$ cat config.mk
export PLATFORM = sky130hd
export DESIGN_NAME = display_buffer_access_control
export DESIGN_NICKNAME = d
export VERILOG_FILES = /design/src/dbuf_pkg.sv /design/src/display_buffer_access_control.sv
export SDC_FILE = /design/constraint.sdc
export NUM_CORES = 1
export LEC_CHECK = 0
export BUFFER_PORTS_ARGS = -buffer_cell sky130_fd_sc_hd__buf_2
export CORE_MARGIN = 4
export CORE_UTILIZATION = 65
export CTS_CLUSTER_SIZE = 30
export DETAILED_ROUTE_END_ITERATION = 8
export MAX_ROUTING_LAYER = met4
export PLACE_DENSITY = 0.84
export RECOVER_POWER = 50
export SLEW_MARGIN = 40
export SYNTH_ARGS = -nofsm -noshare
export SYNTH_HDL_FRONTEND = slang
export SYNTH_SLANG_ARGS = --single-unit
$ cat constraint.sdc
create_clock -name mclk -period 21.2 [get_ports mclk]
set_clock_uncertainty 0.2 [all_clocks]
set_input_delay 2.12 -clock mclk [delete_from_list [all_inputs] [get_ports mclk]]
set_output_delay 2.12 -clock mclk [all_outputs]
set_load 0.02 [all_outputs]
$ cat src/dbuf_pkg.sv
// Contract
// - three select lines plus read/write strobes decode eight addresses, reads differ at 0 and 1.
// - writes at address zero fill 15 setup registers via auto-advancing pointer, parking at last.
// - power-on or master reset returns the setup pointer to the first register.
// - a command loads the setup pointer with any index in the bank.
// - low two bits of first setup register pick one of four buffer configurations.
// - linear display addresses up to 16K, comparators keep scanning within programmed limits.
// - independent mode transfers at cursor or pointer address through latch strobes.
// - independent mode touches display memory only during blanking.
// - commands: read/write at pointer, at cursor with optional increment, cursor-to-pointer fill.
// - completion of read, write or fill sets the done flag, read data latched first.
// - command during the active window executes in the next horizontal blanking.
// - command during vertical blanking or display off runs at once, about five char clocks.
// - fill writes one location per two char clocks, only in blanking, until pointer address.
// - immediate commands are accepted at any time regardless of ready state.
// - a ready interrupt can signal completion of a delayed command.
// - acknowledge stays high until bus release has floated the buses, then goes low.
// - transparent mode grants at next blanking; shared mode blanks and grants at once.
// - first handshake line is store strobe in independent mode, request input otherwise.
package dbuf_pkg;
  typedef logic [7:0] byte_type;
  typedef logic [13:0] maddr_type;
  typedef logic [1:0] mode_type;
  typedef logic [2:0] sel_type;

  localparam sel_type SEL_SETUP = 3'h0;
  localparam sel_type SEL_CMD = 3'h1;
  localparam sel_type SEL_SS1_LO = 3'h2;
  localparam sel_type SEL_SS1_HI = 3'h3;
  localparam sel_type SEL_CUR_LO = 3'h4;
  localparam sel_type SEL_CUR_HI = 3'h5;
  localparam sel_type SEL_SS2_LO = 3'h6;
  localparam sel_type SEL_SS2_HI = 3'h7;

  localparam int SETUP_COUNT = 15;
  localparam logic [3:0] SETUP_FIRST = 4'h0;
  localparam logic [3:0] SETUP_LAST = 4'he;
  localparam logic [3:0] IDX_END_LO = 4'h8;
  localparam logic [3:0] IDX_END_HI = 4'h9;
  localparam logic [3:0] IDX_PTR_LO = 4'ha;
  localparam logic [3:0] IDX_PTR_HI = 4'hb;
  localparam logic [3:0] IDX_BEG_LO = 4'hc;
  localparam logic [3:0] IDX_BEG_HI = 4'hd;

  localparam mode_type MODE_INDEP = 2'h0;
  localparam mode_type MODE_TRANSP = 2'h1;
  localparam mode_type MODE_SHARED = 2'h2;
  localparam mode_type MODE_ROWBUF = 2'h3;

  localparam byte_type CMD_MASTER_RESET = 8'h00;
  localparam byte_type CMD_LOAD_PTR = 8'h10;
  localparam byte_type CMD_PTR_MASK = 8'hf0;
  localparam byte_type CMD_DISP_ON = 8'h20;
  localparam byte_type CMD_DISP_OFF = 8'h21;
  localparam byte_type CMD_READY_CLR = 8'h40;
  localparam byte_type CMD_READY_ARM = 8'h41;
  localparam byte_type CMD_RD_PTR = 8'ha4;
  localparam byte_type CMD_WR_PTR = 8'ha2;
  localparam byte_type CMD_RD_CUR = 8'hac;
  localparam byte_type CMD_WR_CUR = 8'haa;
  localparam byte_type CMD_RD_CUR_INC = 8'had;
  localparam byte_type CMD_WR_CUR_INC = 8'hab;
  localparam byte_type CMD_FILL = 8'hbb;

  localparam int ST_DONE = 0;
  localparam int ST_DISP_ON = 1;
  localparam int ST_VBLANK = 2;
  localparam int ST_GRANTED = 3;
  localparam int ST_BUSY = 4;
  localparam int IRQ_READY = 0;

  // durations in character clocks
  localparam logic [2:0] EXEC_TICKS = 3'h5;
  localparam logic [2:0] FILL_TICKS = 3'h2;
  localparam logic [2:0] STROBE_FIRST = 3'h2;
  localparam logic [2:0] STROBE_LAST = 3'h3;

  typedef enum logic [3:0] {
    ENG_IDLE = 4'b0001,
    ENG_WAIT = 4'b0010,
    ENG_RUN = 4'b0100,
    ENG_FILL = 4'b1000
  } eng_type;

  typedef enum logic [3:0] {
    GR_IDLE = 4'b0001,
    GR_WAIT = 4'b0010,
    GR_FREE = 4'b0100,
    GR_HOLD = 4'b1000
  } grant_type;

  typedef struct packed {
    logic [2:0] cc_sync;
    logic [2:0] wr_sync;
    logic [1:0] rd_sync;
    logic [1:0] ce_sync;
    logic [1:0] req_sync;
    logic [1:0][2:0] sel_sync;
    logic [1:0][7:0] din_sync;
    sel_type wsel;
    byte_type wdat;
    logic wce;
    logic [14:0][7:0] setup;
    logic [3:0] setup_ptr;
    logic [15:0] ss1;
    logic [15:0] ss2;
    logic [15:0] cursor;
    logic disp_on;
    logic done_flag;
    logic ready_flag;
    logic ready_arm;
    eng_type eng;
    byte_type cmd;
    logic [2:0] tick_cnt;
    maddr_type xfer_addr;
    grant_type grant;
    maddr_type scan_addr;
    logic prev_vblank;
    byte_type dout;
    logic dout_oe_n;
    logic hs1;
    logic hs1_oe_n;
    logic hs2;
    logic hs3;
    maddr_type dadd;
    logic dadd_oe_n;
    logic blank_force;
    logic irq_n;
  } state_type;
endpackage

$ cat src/display_buffer_access_control.sv
`timescale 1ns/1ps
module display_buffer_access_control (
  input wire logic mclk,
  input wire logic rst,
  input wire dbuf_pkg::sel_type register_select_lines,
  input wire logic chip_enable_n,
  input wire logic read_n,
  input wire logic write_n,
  input wire dbuf_pkg::byte_type data_in,
  output dbuf_pkg::byte_type data_out,
  output logic data_oe_n,
  input wire logic char_clk_n,
  input wire logic hblank,
  input wire logic vblank,
  input wire logic active_window,
  input wire logic handshake_line1_in,
  output logic handshake_line1_out,
  output logic handshake_line1_oe_n,
  output logic handshake_line2,
  output logic handshake_line3,
  output dbuf_pkg::maddr_type display_addr,
  output logic display_addr_oe_n,
  output logic display_blank_force,
  output logic ready_irq_n,
  output dbuf_pkg::mode_type buffer_mode
);
  import dbuf_pkg::*;

  state_type s_r;
  state_type s_nxt;

  function automatic maddr_type join14(input byte_type lo, input byte_type hi);
    join14 = {hi[5:0], lo};
  endfunction

  function automatic logic is_delayed(input byte_type c);
    is_delayed = (c == CMD_RD_PTR) || (c == CMD_WR_PTR) || (c == CMD_RD_CUR) ||
                 (c == CMD_WR_CUR) || (c == CMD_RD_CUR_INC) || (c == CMD_WR_CUR_INC) ||
                 (c == CMD_FILL);
  endfunction

  function automatic logic is_read(input byte_type c);
    is_read = (c == CMD_RD_PTR) || (c == CMD_RD_CUR) || (c == CMD_RD_CUR_INC);
  endfunction

  logic tick;
  logic wr_take;
  logic rd_active;
  logic req_active;
  logic blanking;
  logic strobe_win;
  mode_type mode;
  maddr_type ptr_addr;
  maddr_type end_lim;
  maddr_type beg_lim;

  always_comb begin
    tick = s_r.cc_sync[1] & ~s_r.cc_sync[2];
    wr_take = s_r.wr_sync[1] & ~s_r.wr_sync[2] & s_r.wce;
    rd_active = ~s_r.rd_sync[1] & ~s_r.ce_sync[1];
    req_active = ~s_r.req_sync[1];
    mode = s_r.setup[0][1:0];
    ptr_addr = join14(s_r.setup[IDX_PTR_LO], s_r.setup[IDX_PTR_HI]);
    end_lim = join14(s_r.setup[IDX_END_LO], s_r.setup[IDX_END_HI]);
    beg_lim = join14(s_r.setup[IDX_BEG_LO], s_r.setup[IDX_BEG_HI]);
    // outside the active window, horizontal blanking, vertical blanking or display off qualifies
    blanking = ~s_r.disp_on | vblank | hblank | ~active_window;
    strobe_win = (s_r.tick_cnt >= STROBE_FIRST) && (s_r.tick_cnt <= STROBE_LAST);
  end

  always_comb begin
    s_nxt = s_r;
    s_nxt.cc_sync = {s_r.cc_sync[1:0], char_clk_n};
    s_nxt.wr_sync = {s_r.wr_sync[1:0], write_n};
    s_nxt.rd_sync = {s_r.rd_sync[0], read_n};
    s_nxt.ce_sync = {s_r.ce_sync[0], chip_enable_n};
    s_nxt.req_sync = {s_r.req_sync[0], handshake_line1_in};
    s_nxt.sel_sync = {s_r.sel_sync[0], register_select_lines};
    s_nxt.din_sync = {s_r.din_sync[0], data_in};
    s_nxt.prev_vblank = vblank;

    // hold address and data while the strobe is low; the write lands on its rising edge
    if (!s_r.wr_sync[1]) begin
      s_nxt.wsel = s_r.sel_sync[1];
      s_nxt.wdat = s_r.din_sync[1];
      s_nxt.wce = ~s_r.ce_sync[1];
    end

    if (wr_take) begin
      case (s_r.wsel)
        SEL_SETUP: begin
          s_nxt.setup[s_r.setup_ptr] = s_r.wdat;
          if (s_r.setup_ptr != SETUP_LAST) begin
            s_nxt.setup_ptr = 4'(s_r.setup_ptr + 4'h1);
          end
        end
        SEL_CMD: begin
          // immediate commands never look at the engine or ready state
          if (s_r.wdat == CMD_MASTER_RESET) begin
            s_nxt.setup_ptr = SETUP_FIRST;
            s_nxt.disp_on = 1'b0;
            s_nxt.eng = ENG_IDLE;
            s_nxt.grant = GR_IDLE;
            s_nxt.done_flag = 1'b1;
            s_nxt.ready_flag = 1'b0;
            s_nxt.ready_arm = 1'b0;
          end else if ((s_r.wdat & CMD_PTR_MASK) == CMD_LOAD_PTR) begin
            s_nxt.setup_ptr = (s_r.wdat[3:0] > SETUP_LAST) ? SETUP_LAST : s_r.wdat[3:0];
          end else if (s_r.wdat == CMD_DISP_ON) begin
            s_nxt.disp_on = 1'b1;
          end else if (s_r.wdat == CMD_DISP_OFF) begin
            s_nxt.disp_on = 1'b0;
          end else if (s_r.wdat == CMD_READY_CLR || s_r.wdat == CMD_READY_ARM) begin
            s_nxt.ready_flag = 1'b0;
            s_nxt.ready_arm = s_r.wdat[0];
          end else if (is_delayed(s_r.wdat) && s_r.eng == ENG_IDLE &&
                       mode == MODE_INDEP) begin
            s_nxt.cmd = s_r.wdat;
            s_nxt.done_flag = 1'b0;
            s_nxt.eng = ENG_WAIT;
            s_nxt.xfer_addr = (s_r.wdat == CMD_RD_PTR || s_r.wdat == CMD_WR_PTR) ?
                              ptr_addr : s_r.cursor[13:0];
          end
        end
        SEL_SS1_LO: s_nxt.ss1[7:0] = s_r.wdat;
        SEL_SS1_HI: s_nxt.ss1[15:8] = s_r.wdat;
        SEL_CUR_LO: s_nxt.cursor[7:0] = s_r.wdat;
        SEL_CUR_HI: s_nxt.cursor[15:8] = s_r.wdat;
        SEL_SS2_LO: s_nxt.ss2[7:0] = s_r.wdat;
        SEL_SS2_HI: s_nxt.ss2[15:8] = s_r.wdat;
        default: s_nxt.wce = 1'b0;
      endcase
    end

    // transfer engine, stepped by the character clock
    case (s_r.eng)
      ENG_IDLE: s_nxt.tick_cnt = 3'h0;
      ENG_WAIT: begin
        if (tick && blanking) begin
          s_nxt.eng = (s_r.cmd == CMD_FILL) ? ENG_FILL : ENG_RUN;
          s_nxt.tick_cnt = 3'h0;
        end
      end
      ENG_RUN: begin
        if (tick) begin
          s_nxt.tick_cnt = 3'(s_r.tick_cnt + 3'h1);
          if (s_r.tick_cnt == 3'(EXEC_TICKS - 3'h1)) begin
            s_nxt.eng = ENG_IDLE;
            s_nxt.done_flag = 1'b1;
            s_nxt.ready_flag = 1'b1;
            if (s_r.cmd == CMD_RD_CUR_INC || s_r.cmd == CMD_WR_CUR_INC) begin
              s_nxt.cursor = {s_r.cursor[15:14], 14'(s_r.cursor[13:0] + 14'h1)};
            end
          end
        end
      end
      ENG_FILL: begin
        // a fill stalls across active video and resumes at the next blanking
        if (tick && blanking) begin
          if (s_r.tick_cnt == 3'(FILL_TICKS - 3'h1)) begin
            s_nxt.tick_cnt = 3'h0;
            if (s_r.xfer_addr == ptr_addr) begin
              s_nxt.eng = ENG_IDLE;
              s_nxt.done_flag = 1'b1;
              s_nxt.ready_flag = 1'b1;
            end else begin
              s_nxt.xfer_addr = 14'(s_r.xfer_addr + 14'h1);
            end
          end else begin
            s_nxt.tick_cnt = 3'(s_r.tick_cnt + 3'h1);
          end
        end
      end
      default: s_nxt.eng = ENG_IDLE;
    endcase

    // host buffer grant for transparent and shared modes
    if ((mode != MODE_TRANSP && mode != MODE_SHARED) || !req_active) begin
      s_nxt.grant = GR_IDLE;
    end else begin
      case (s_r.grant)
        GR_IDLE: s_nxt.grant = GR_WAIT;
        GR_WAIT: begin
          if (tick && (mode == MODE_SHARED || blanking)) begin
            s_nxt.grant = GR_FREE;
          end
        end
        GR_FREE: begin
          if (tick) begin
            s_nxt.grant = GR_HOLD;
          end
        end
        GR_HOLD: s_nxt.grant = GR_HOLD;
        default: s_nxt.grant = GR_IDLE;
      endcase
    end

    // display scan address with wraparound between programmed limits
    if (vblank && !s_r.prev_vblank) begin
      s_nxt.scan_addr = s_r.ss1[13:0];
    end else if (tick && s_r.disp_on && !hblank && !vblank) begin
      s_nxt.scan_addr = (s_r.scan_addr == end_lim) ? beg_lim :
                        14'(s_r.scan_addr + 14'h1);
    end

    // read port
    s_nxt.dout_oe_n = ~rd_active;
    case (s_r.sel_sync[1])
      SEL_SETUP: s_nxt.dout = {7'h00, s_r.ready_flag};
      SEL_CMD: s_nxt.dout = {3'h0, s_r.eng != ENG_IDLE, s_r.grant == GR_HOLD,
                             vblank, s_r.disp_on, s_r.done_flag};
      SEL_SS1_LO: s_nxt.dout = s_r.ss1[7:0];
      SEL_SS1_HI: s_nxt.dout = s_r.ss1[15:8];
      SEL_CUR_LO: s_nxt.dout = s_r.cursor[7:0];
      SEL_CUR_HI: s_nxt.dout = s_r.cursor[15:8];
      SEL_SS2_LO: s_nxt.dout = s_r.ss2[7:0];
      SEL_SS2_HI: s_nxt.dout = s_r.ss2[15:8];
      default: s_nxt.dout = 8'h00;
    endcase

    // handshake outputs, all inactive high unless a phase calls for them
    s_nxt.hs1 = 1'b1;
    s_nxt.hs1_oe_n = (mode != MODE_INDEP);
    s_nxt.hs2 = 1'b1;
    s_nxt.hs3 = 1'b1;
    s_nxt.dadd = s_r.scan_addr;
    s_nxt.dadd_oe_n = 1'b0;
    s_nxt.blank_force = 1'b0;
    if (mode == MODE_INDEP) begin
      if (s_r.eng == ENG_RUN) begin
        s_nxt.dadd = s_r.xfer_addr;
        s_nxt.hs3 = ~(s_r.tick_cnt != 3'h0);
        if (strobe_win) begin
          s_nxt.hs2 = ~is_read(s_r.cmd);
          s_nxt.hs1 = is_read(s_r.cmd);
        end
      end else if (s_r.eng == ENG_FILL && blanking) begin
        s_nxt.dadd = s_r.xfer_addr;
        s_nxt.hs3 = 1'b0;
        s_nxt.hs1 = (s_r.tick_cnt == 3'h0);
      end
    end else if (mode == MODE_TRANSP || mode == MODE_SHARED) begin
      s_nxt.blank_force = (mode == MODE_SHARED) && (s_r.grant != GR_IDLE);
      if (s_r.grant == GR_FREE || s_r.grant == GR_HOLD) begin
        s_nxt.hs2 = 1'b0;
        s_nxt.dadd_oe_n = 1'b1;
      end
      s_nxt.hs3 = (s_r.grant != GR_HOLD);
    end
    s_nxt.irq_n = ~(s_r.ready_flag & s_r.ready_arm);
  end

  always_ff @(posedge mclk or posedge rst) begin
    if (rst) begin
      s_r <= '0;
      s_r.cc_sync <= 3'h7;
      s_r.wr_sync <= 3'h7;
      s_r.rd_sync <= 2'h3;
      s_r.ce_sync <= 2'h3;
      s_r.req_sync <= 2'h3;
      s_r.setup_ptr <= SETUP_FIRST;
      s_r.done_flag <= 1'b1;
      s_r.eng <= ENG_IDLE;
      s_r.grant <= GR_IDLE;
      s_r.dout_oe_n <= 1'b1;
      s_r.hs1 <= 1'b1;
      s_r.hs2 <= 1'b1;
      s_r.hs3 <= 1'b1;
      s_r.irq_n <= 1'b1;
    end else begin
      s_r <= s_nxt;
    end
  end

  assign data_out = s_r.dout;
  assign data_oe_n = s_r.dout_oe_n;
  assign handshake_line1_out = s_r.hs1;
  assign handshake_line1_oe_n = s_r.hs1_oe_n;
  assign handshake_line2 = s_r.hs2;
  assign handshake_line3 = s_r.hs3;
  assign display_addr = s_r.dadd;
  assign display_addr_oe_n = s_r.dadd_oe_n;
  assign display_blank_force = s_r.blank_force;
  assign ready_irq_n = s_r.irq_n;
  assign buffer_mode = s_r.setup[0][1:0];
endmodule

==> out/metrics.cfg, run 1 <==
[routing]
final_antenna_net_count = 0
vias = 7837
drtPass1Iterations = 5
drt_iter0_drc = 851
wl_mm = 25.7
drc = 0
via_per_inst = 6.41
wl_per_cell_um = 21.1

[global_routing]
grt_pass1_wl_mm = 41.4
antenna_found_initial = 0
grt_max_degree = 147
grt_overflow = 0
grt_pass1_vias = 7623
grt_util_all_layers = 0.292

[setup_path]
crit_arrival_ns = 5.71
slowest_delay_ns = 3.42
crit_family = buffers and inverters
critical_path_class = in -> async
critPathRequiredTime_ns = 20.10
worst-path-buf-inv = 2
worstSetupStartpointType = input pin
critPathMaxFanout = 146
crit_chain = buf_2 > clkinvlp_2
cpMaxStageDelayCell = clkinvlp_2
end_kind = asynchronous set/reset pin

[timing]
hold_ws_ns = 0.149
tns_ns = 0
final_hold_viol_count = 0
relSlewSlack = -3.16
setup_viol = 0
fmax_ghz = 0.147
min_period_ns = 6.82
fin_crit_sh = 0.322
worst-slew-pin-transition_ns = 6.21
setup_ws_ns = 14.38
rsz0062_at_grt = false
drv_slew = 147

[floorplan]
fp.coreArea_um2 = 16100
die_y_um = 137
io_pins = 53
start_util = 0.672
dieArea_um2 = 18800
die_w_um = 137
rows = 46

[cts]
clk_latency_ns = 0.51
post_cts_buffers = 0
clkTransAtPathRegs_ns = 0.06
cts_buffers = 23
hold_buffers = 0
clockBufferDepth = 3
clock_sinks = 224
cts_tree = yes
htree_levels = 1
post_cts_resized = 0
cts.root.buffer_cell = clkbuf_16

[pwr]
p_sw_mw = 0.370
peakVddDrop_mv = 0.0853
p_total_mw = 1.24
swShare = 0.299
power.density_nw_per_um2 = 104
leakage_nw = 5.55
combPwrFrac = 0.174
clkPwrFrac = 0.362
p_int_mw = 0.866
seq_power_share = 0.464

[logic_synthesis]
async_flop_share = 1.00
synth_ff_type = dfrtp_1
syn_area_um2 = 10800
synth.avg_cell_area_um2 = 11.0
ys_types = 74
yosys_warnings = 0
synth_edf_count = 0
ys_seq_elements = 224
netlist_instances = 984
seq_area_frac_synth = 0.520
synth_fp_nets = 1019

[cells_and_area]
final_util = 0.738
insertedDiodeCount = 0
layout-drive-gt1-share = 0.229
area_delta_synth_final_pct = 9.92
nNetsFinal = 1025
fin_cells = 1223
fin_area_um2 = 11900

[place]
place_area_um2 = 11100
gp_congestion = 0.929
portBuffers = 52
pre_cts_ws_ns = 16.82
dp.cells = 1181
dp_hpwl_mm = 17.5

[job]
max_cap_violations = 1

[outcome]
outcome = finished with violations
violations = max-capacitance violations, max-slew violations

[hold_path]
min_path_type = reg -> reg

==> path summary, 6_finish.rpt <==
| path | from | end | slack [ns] | depth (start not counted) |
|---|---|---|---|---|
| max | rst | s_r[257]$_DFFE_PP0N_ | 14.38 | 2 |
| min | s_nxt[275]$_DFF_PP0_ | s_r[275]$_DFF_PP0_ | 0.15 | 0 |
| max reg2reg | s_r[74]$_DFF_PP1_ | s_r[50]$_DFF_PP0_ | 17.52 | 6 |
| min reg2reg | s_nxt[275]$_DFF_PP0_ | s_r[275]$_DFF_PP0_ | 0.15 | 0 |
| max in group mclk | vblank | s_r[61]$_DFF_PP0_ | 17.14 | 7 |
| min in group asynchronous | rst | s_r[256]$_DFFE_PP0N_ | 3.36 | 2 |
==> cells by family (layout without fill, tap and decap cells) <==
logic type,after synthesis,count (layout),synth area share
compound gates,180,180,0.108
xor+xnor,43,43,0.0348
fa+ha+maj,14,14,0.0162
buf+inv,104,127,0.0456
flops,224,224,0.520
mux,125,125,0.132
simple gates,294,294,0.143
==> power groups by stage <==
stage / Clock (mW) / Sequential (mW) / Combinational [mW]
final: 0.447 / 0.573 / 0.215
after global routing: 0.472 / 0.580 / 0.238
after CTS: 0.453 / 0.569 / 0.215
after detailed placement: 0 / 0.576 / 0.212
after global placement: 0 / 0.573 / 0.204
after floorplan: 0 / 0.534 / 0.188
==> cell usage after synthesis (11+ instances only) <==
| cell type | instances | area [um^2] |
|---|---|---|
| a211oi_1 | 11 | 82.6 |
| mux2i_1 | 30 | 300 |
| dfstp_2 | 20 | 526 |
| inv_1 | 27 | 101 |
| nor3_1 | 15 | 75.1 |
| o21ai_0 | 61 | 305 |
| ha_1 | 14 | 175 |
| a21oi_1 | 35 | 175 |
| clkbuf_1 | 45 | 169 |
| xor2_1 | 33 | 289 |
| buf_4 | 24 | 180 |
| dfrtp_1 | 204 | 5100 |
| nor2b_1 | 11 | 68.8 |
| nand3_1 | 29 | 145 |
| and3_1 | 14 | 87.6 |
| mux2_2 | 90 | 1010 |
| nor2_1 | 48 | 180 |
| nand2_1 | 97 | 364 |
==> sequential cells by signal, summed over array words and instances, names as in the netlist, 2 cells and up <==
register,count
display_addr,14
end_lim,14
s_nxt,18
ptr_addr,14
s_r,132
data_out,8
beg_lim,14
buffer_mode,2
==> layer usage <==
| metal | part of all wire | global-route usage |
|---|---|---|
| met1 | 0.44 | 0.415 |
| met2 | 0.46 | 0.441 |
| met3 | 0.073 | 0.0441 |
| met4 | 0.029 | 0.0854 |
| met5 | 0 | - |
==> layout make-up <==
class / instances / area (um^2)
fillers: 1089 / 4220
repair buffers: 58 / 308
flip-flops and latches: 224 / 5630
clock inverters: 13 / 226
inverters: 27 / 103
multi-input cells: 656 / 4740
clock buffers: 29 / 618
well taps: 216 / 270
==> placed cells by master, fill, tap and decap left out, types with 14 or more instances in the layout <==
master / n
mux2i_1: 30
clkbuf_16: 23
nand3_1: 29
ha_1: 14
xor2_1: 33
nor3_1: 15
buf_2: 51
dfstp_2: 18
dfrtp_1: 202
nor2_1: 48
and3_1: 14
inv_1: 26
a21oi_1: 35
mux2_2: 90
o21ai_0: 61
nand2_1: 97
No activity file was read; power rests on OpenSTA's default activity.
==> run 2, diff against run 1 <==
--- a/config.mk
+++ b/config.mk
@@ -7,11 +7,11 @@
 export LEC_CHECK = 0
 export BUFFER_PORTS_ARGS = -buffer_cell sky130_fd_sc_hd__buf_2
 export CORE_MARGIN = 4
-export CORE_UTILIZATION = 65
+export CORE_UTILIZATION = 62
 export CTS_CLUSTER_SIZE = 30
 export DETAILED_ROUTE_END_ITERATION = 8
 export MAX_ROUTING_LAYER = met4
-export PLACE_DENSITY = 0.84
+export PLACE_DENSITY = 0.8
 export RECOVER_POWER = 50
 export SLEW_MARGIN = 40
 export SYNTH_ARGS = -nofsm -noshare
==> constraint.sdc (replaced) <==
create_clock -name mclk -period 6.7 [get_ports mclk]
set_clock_uncertainty 0.2 [all_clocks]
set_input_delay 0.67 -clock mclk [delete_from_list [all_inputs] [get_ports mclk]]
set_output_delay 0.67 -clock mclk [all_outputs]
set_load 0.02 [all_outputs]
==> out/metrics.cfg, run 2 (same netlist as run 1, synthesis figures left out) <==
[setup_path]
slowest_delay_ns = 2.14
critical_path_class = in -> async
rr_worst_depth = 6
critPathRequiredTime_ns = 7.12
critPathMostFrequentCell = clkbuf_1
crit_chain = clkbuf_1 > clkinvlp_4 > clkbuf_1 > clkbuf_1 > buf_16
path_depth = 5
worstSetupStartpointType = input pin
end_kind = asynchronous set/reset pin
cpMaxStageDelayCell = clkbuf_1
crit_family = buffers and inverters
crit_arrival_ns = 4.38
worst-path-buf-inv = 5
critPathMaxFanout = 64

[pwr]
swShare = 0.314
p_sw_mw = 1.18
leakage_nw = 5.46
p_int_mw = 2.58
peakVddDrop_mv = 0.243
power.density_nw_per_um2 = 317
clkPwrFrac = 0.333
combPwrFrac = 0.180
seq_power_share = 0.487
p_total_mw = 3.76

[routing]
vias = 8037
wl_per_cell_um = 22.1
drtPass1Iterations = 6
via_per_inst = 6.49
wl_mm = 27.4
drc = 0
drt_iter0_drc = 1163
final_antenna_net_count = 0

[cts]
cts_tree = yes
post_cts_buffers = 0
htree_levels = 1
hold_buffers = 0
clock_sinks = 224
clockBufferDepth = 3
clk_latency_ns = 0.51
cts.root.buffer_cell = clkbuf_16
clkTransAtPathRegs_ns = 0.06
cts_buffers = 23
post_cts_resized = 0

[cells_and_area]
fillers = 1257
layout_commonest_cell = dfrtp_1
largest_reg_flops = 132
area_delta_synth_final_pct = 9.49
layout_common_cells = dfrtp_1, nand2_1, mux2_2, o21ai_0, nor2_1
top_register = s_r
final_util = 0.690
layout-drive-gt1-share = 0.207
nNetsFinal = 1033

[timing]
setup_viol = 0
fmax_ghz = 0.252
drv_slew = 60
relSlewSlack = -1.02
final_hold_viol_count = 0
tns_ns = 0
min_period_ns = 3.96
rsz0062_at_grt = false
setup_ws_ns = 2.74
worst-slew-pin-transition_ns = 3.03
fin_crit_sh = 0.591

[floorplan]
die_y_um = 140
rows = 48
die_w_um = 140
start_util = 0.630
io_pins = 53
dieArea_um2 = 19600
fp.coreArea_um2 = 17200

[place]
gp_congestion = 0.961
pre_cts_ws_ns = 3.58
portBuffers = 52
dp_hpwl_mm = 19.2

[job]
max_cap_violations = 1

[outcome]
violations = max-capacitance violations, max-slew violations
outcome = finished with violations

[global_routing]
grt_max_degree = 85
antenna_found_initial = 1
grt_util_all_layers = 0.288
grt_pass1_wl_mm = 43.6
grt_overflow = 0
grt_pass1_vias = 7865

[hold_path]
hold_path_depth = 1
min_path_type = in -> reg

[run 2: changes by cell type in the layout (fill, tap and decap cells not counted), sizes merged]
cell and change:
clkbuf +29, buf -21, bufinv -4, clkinv +4
clkinvlp -2, diode +1
[run 2: area by class of cell]
cell class | instances | area [um^2] | share of cell area
diodes | 1 | 2.50 | 0.000211
clock buffers | 29 | 618 | 0.0522
clock inverters | 11 | 115 | 0.00971
inverters | 27 | 105 | 0.00887
multi-input cells | 656 | 4740 | 0.400
flip-flops and latches | 224 | 5630 | 0.475
well taps | 225 | 282 | 0.0238
repair buffers | 66 | 354 | 0.0299
[run 2: worst register-to-register path, cell delays in order, from the launching register on]
cell,delay (ns)
dfstp_1,0.91
and3b_1,0.48
nand2_1,0.23
or4_1,0.73
nand2_1,0.16
o21ai_0,0.09
mux2_2,0.29
[run 2: worst paths after layout]
kind	start	to	slack [ns]
max	rst	s_r[74]$_DFF_PP1_	2.74
min	write_n	s_nxt[295]$_DFF_PP1_	0.06
max reg2reg	s_nxt[296]$_DFF_PP1_	s_r[50]$_DFF_PP0_	3.50
min reg2reg	s_nxt[285]$_DFF_PP0_	s_r[285]$_DFF_PP0_	0.15
max in group mclk	s_nxt[296]$_DFF_PP1_	s_r[50]$_DFF_PP0_	3.50
min in group asynchronous	rst	s_r[257]$_DFFE_PP0N_	1.14
[run 2: metrics by stage]
step | std cells | hold slack [ns] | area [um^2]
floorplan | 984 | 0.131 | 10800
global placement | 1194 | 0.132 | 11100
detailed placement | 1197 | 0.136 | 11100
CTS | 1237 | 0.0391 | 11800
global route | 1239 | 0.0417 | 11800
finish | 1239 | 0.0581 | 11800
[run 2: per-layer routing]
layer	up-vias	global-route usage	part of all wire
li1	3533	-	-
met1	4016	0.407	0.42
met2	412	0.440	0.46
met3	76	0.0362	0.076
met4	0	0.0943	0.036
met5	-	-	0
[run 2: power by group through the flow]
stage | Combinational, mW | Sequential [mW] | Clock, mW
floorplan | 0.594 | 1.69 | 0
global placement | 0.651 | 1.83 | 0
detailed placement | 0.676 | 1.84 | 0
CTS | 0.683 | 1.82 | 1.27
global route | 0.751 | 1.85 | 1.32
finish | 0.677 | 1.83 | 1.25
==> run 3, diff against run 2 <==
==> constraint.sdc (replaced) <==
create_clock -name mclk -period 4.05 [get_ports mclk]
set_clock_uncertainty 0.2 [all_clocks]
set_input_delay 0.405 -clock mclk [delete_from_list [all_inputs] [get_ports mclk]]
set_output_delay 0.405 -clock mclk [all_outputs]
set_load 0.02 [all_outputs]
==> out/metrics.cfg, run 3 (same netlist as run 1, synthesis figures left out) <==
[place]
portBuffers = 52
gp_congestion = 1.00
dp.cells = 1207
dp_hpwl_mm = 19.3

[job]
max_cap_violations = 2

[cts]
clockBufferDepth = 3
cts_tree = yes
cts.root.buffer_cell = clkbuf_16
clkTransAtPathRegs_ns = 0.06
cts_buffers = 23
clk_latency_ns = 0.51
clock_sinks = 224
htree_levels = 1

[setup_path]
critPathMaxFanout = 16
r2r-end = s_r[50]$_DFF_PP0_
worstSetupStartpointType = flip-flop
r2r-start = s_r[255]$_DFFE_PP0N_
startpoint = s_r[255]$_DFFE_PP0N_
crit_arrival_ns = 3.32
end_kind = flip-flop
rrSetupSlack_ns = 0.92
critical_path_class = reg -> reg
endpoint = s_r[50]$_DFF_PP0_
rr_worst_depth = 6
critPathRequiredTime_ns = 4.23

[routing]
wl_mm = 27.4
drt_iter0_drc = 1024
drtPass1Iterations = 5
final_antenna_net_count = 0
vias = 7957
wl_per_cell_um = 21.6
drc = 0
via_per_inst = 6.29

[pwr]
clkPwrFrac = 0.330
power.density_nw_per_um2 = 518
seq_power_share = 0.482
leakage_nw = 5.64
peakVddDrop_mv = 0.403
combPwrFrac = 0.188
p_sw_mw = 1.97
swShare = 0.316
p_int_mw = 4.27

[timing]
final_hold_viol_count = 0
worst-slew-pin-transition_ns = 1.67
fmax_ghz = 0.319
drv_slew = 139
tns_ns = 0
min_period_ns = 3.13
fin_crit_sh = 0.774
setup_viol = 0
relSlewSlack = -0.114
rsz0062_at_grt = false

[cells_and_area]
final_util = 0.703
layout_common_cells = dfrtp_1, nand2_1, mux2_2, o21ai_0
area_delta_synth_final_pct = 11.5
nNetsFinal = 1060
top_register = s_r
layout-drive-gt1-share = 0.228
largest_reg_flops = 132
fin_cells = 1266
fillers = 1235
insertedDiodeCount = 0
layout_commonest_cell = dfrtp_1

[floorplan]
rows = 48
start_util = 0.630
io_pins = 53
die_w_um = 140
dieArea_um2 = 19600
die_y_um = 140
fp.coreArea_um2 = 17200

[hold_path]
min_path_type = reg -> reg

[outcome]
outcome = finished with violations
violations = max-capacitance violations, max-slew violations

[global_routing]
antenna_found_initial = 0
grt_pass1_vias = 7862
grt_max_degree = 70
grt_pass1_wl_mm = 44.0
grt_overflow = 0
grt_util_all_layers = 0.292

run 3: changes by cell type in the layout (fill, tap and decap cells not counted), sizes merged:
cell,previous run,this run
dlygate4sd3,0,18
clkinv,7,3
clkinvlp,2,3
diode,1,0
clkbuf,59,43
bufinv,2,1
buf,36,66
run 3: cell type report:
class | instances | area (um^2) | area share
clock buffer | 34 | 657 | 0.0544
clock inverter | 7 | 68.8 | 0.00570
inverter | 27 | 103 | 0.00850
multi-input combinational | 656 | 4730 | 0.392
sequential | 224 | 5630 | 0.467
tap | 225 | 282 | 0.0233
timing repair buffer | 93 | 597 | 0.0495
run 3: power by group through the flow:
stage,Sequential (mW),Clock (mW),Combinational (mW)
finish,3.01,2.06,1.18
global route,3.04,2.19,1.30
CTS,2.99,2.09,1.19
detailed placement,3.02,0,1.16
global placement,3.01,0,1.13
floorplan,2.80,0,0.982
run 3: worst min path at each step:
stage	start	end	slack [ns]	cells past startpoint
final	s_nxt[285]$_DFF_PP0_	s_r[285]$_DFF_PP0_	0.14	0
after global routing	s_nxt[275]$_DFF_PP0_	s_r[275]$_DFF_PP0_	0.16	0
after CTS	s_nxt[277]$_DFF_PP0_	s_r[277]$_DFF_PP0_	0.15	0
after detailed placement	s_nxt[277]$_DFF_PP0_	s_r[277]$_DFF_PP0_	0.13	0
after global placement	s_nxt[277]$_DFF_PP0_	s_r[277]$_DFF_PP0_	0.13	0
after floorplan	s_nxt[274]$_DFF_PP0_	s_r[274]$_DFF_PP0_	0.13	0
run 3: per-stage QoR:
| stage | instance area, um^2 | setup slack, ns | hold slack, ns | power [mW] |
|---|---|---|---|---|
| floorplan | 10800 | 0.537 | 0.131 | 3.78 |
| global placement | 11200 | 1.05 | 0.131 | 4.13 |
| detailed placement | 11200 | 0.977 | 0.135 | 4.18 |
| CTS | 12100 | 0.965 | 0.148 | 6.26 |
| global route | 12100 | 0.672 | 0.155 | 6.52 |
| finish | 12100 | 0.915 | 0.145 | 6.25 |
run 3: worst max-delay path, stage by stage (launching register included):
cell     delay [ns]
dfrtp_1        0.58
inv_1          0.34
o41a_1         0.55
or4_1          0.82
nand2_1        0.15
o21ai_0        0.08
mux2_2         0.28
run 3: metal layers:
metal,vias to the layer above,global-route usage,routed length [um]
li1,3569,-,-
met1,3928,0.410,11600
met2,391,0.444,12600
met3,69,0.0498,2330
met4,0,0.0847,778
met5,-,-,0
run 3: timing repair:
action                                 4_1_cts  5_1_grt
endpoints found under the hold margin       29        0
setup buffers                                0        0
resized for setup                            0        0
hold buffers                                18        0
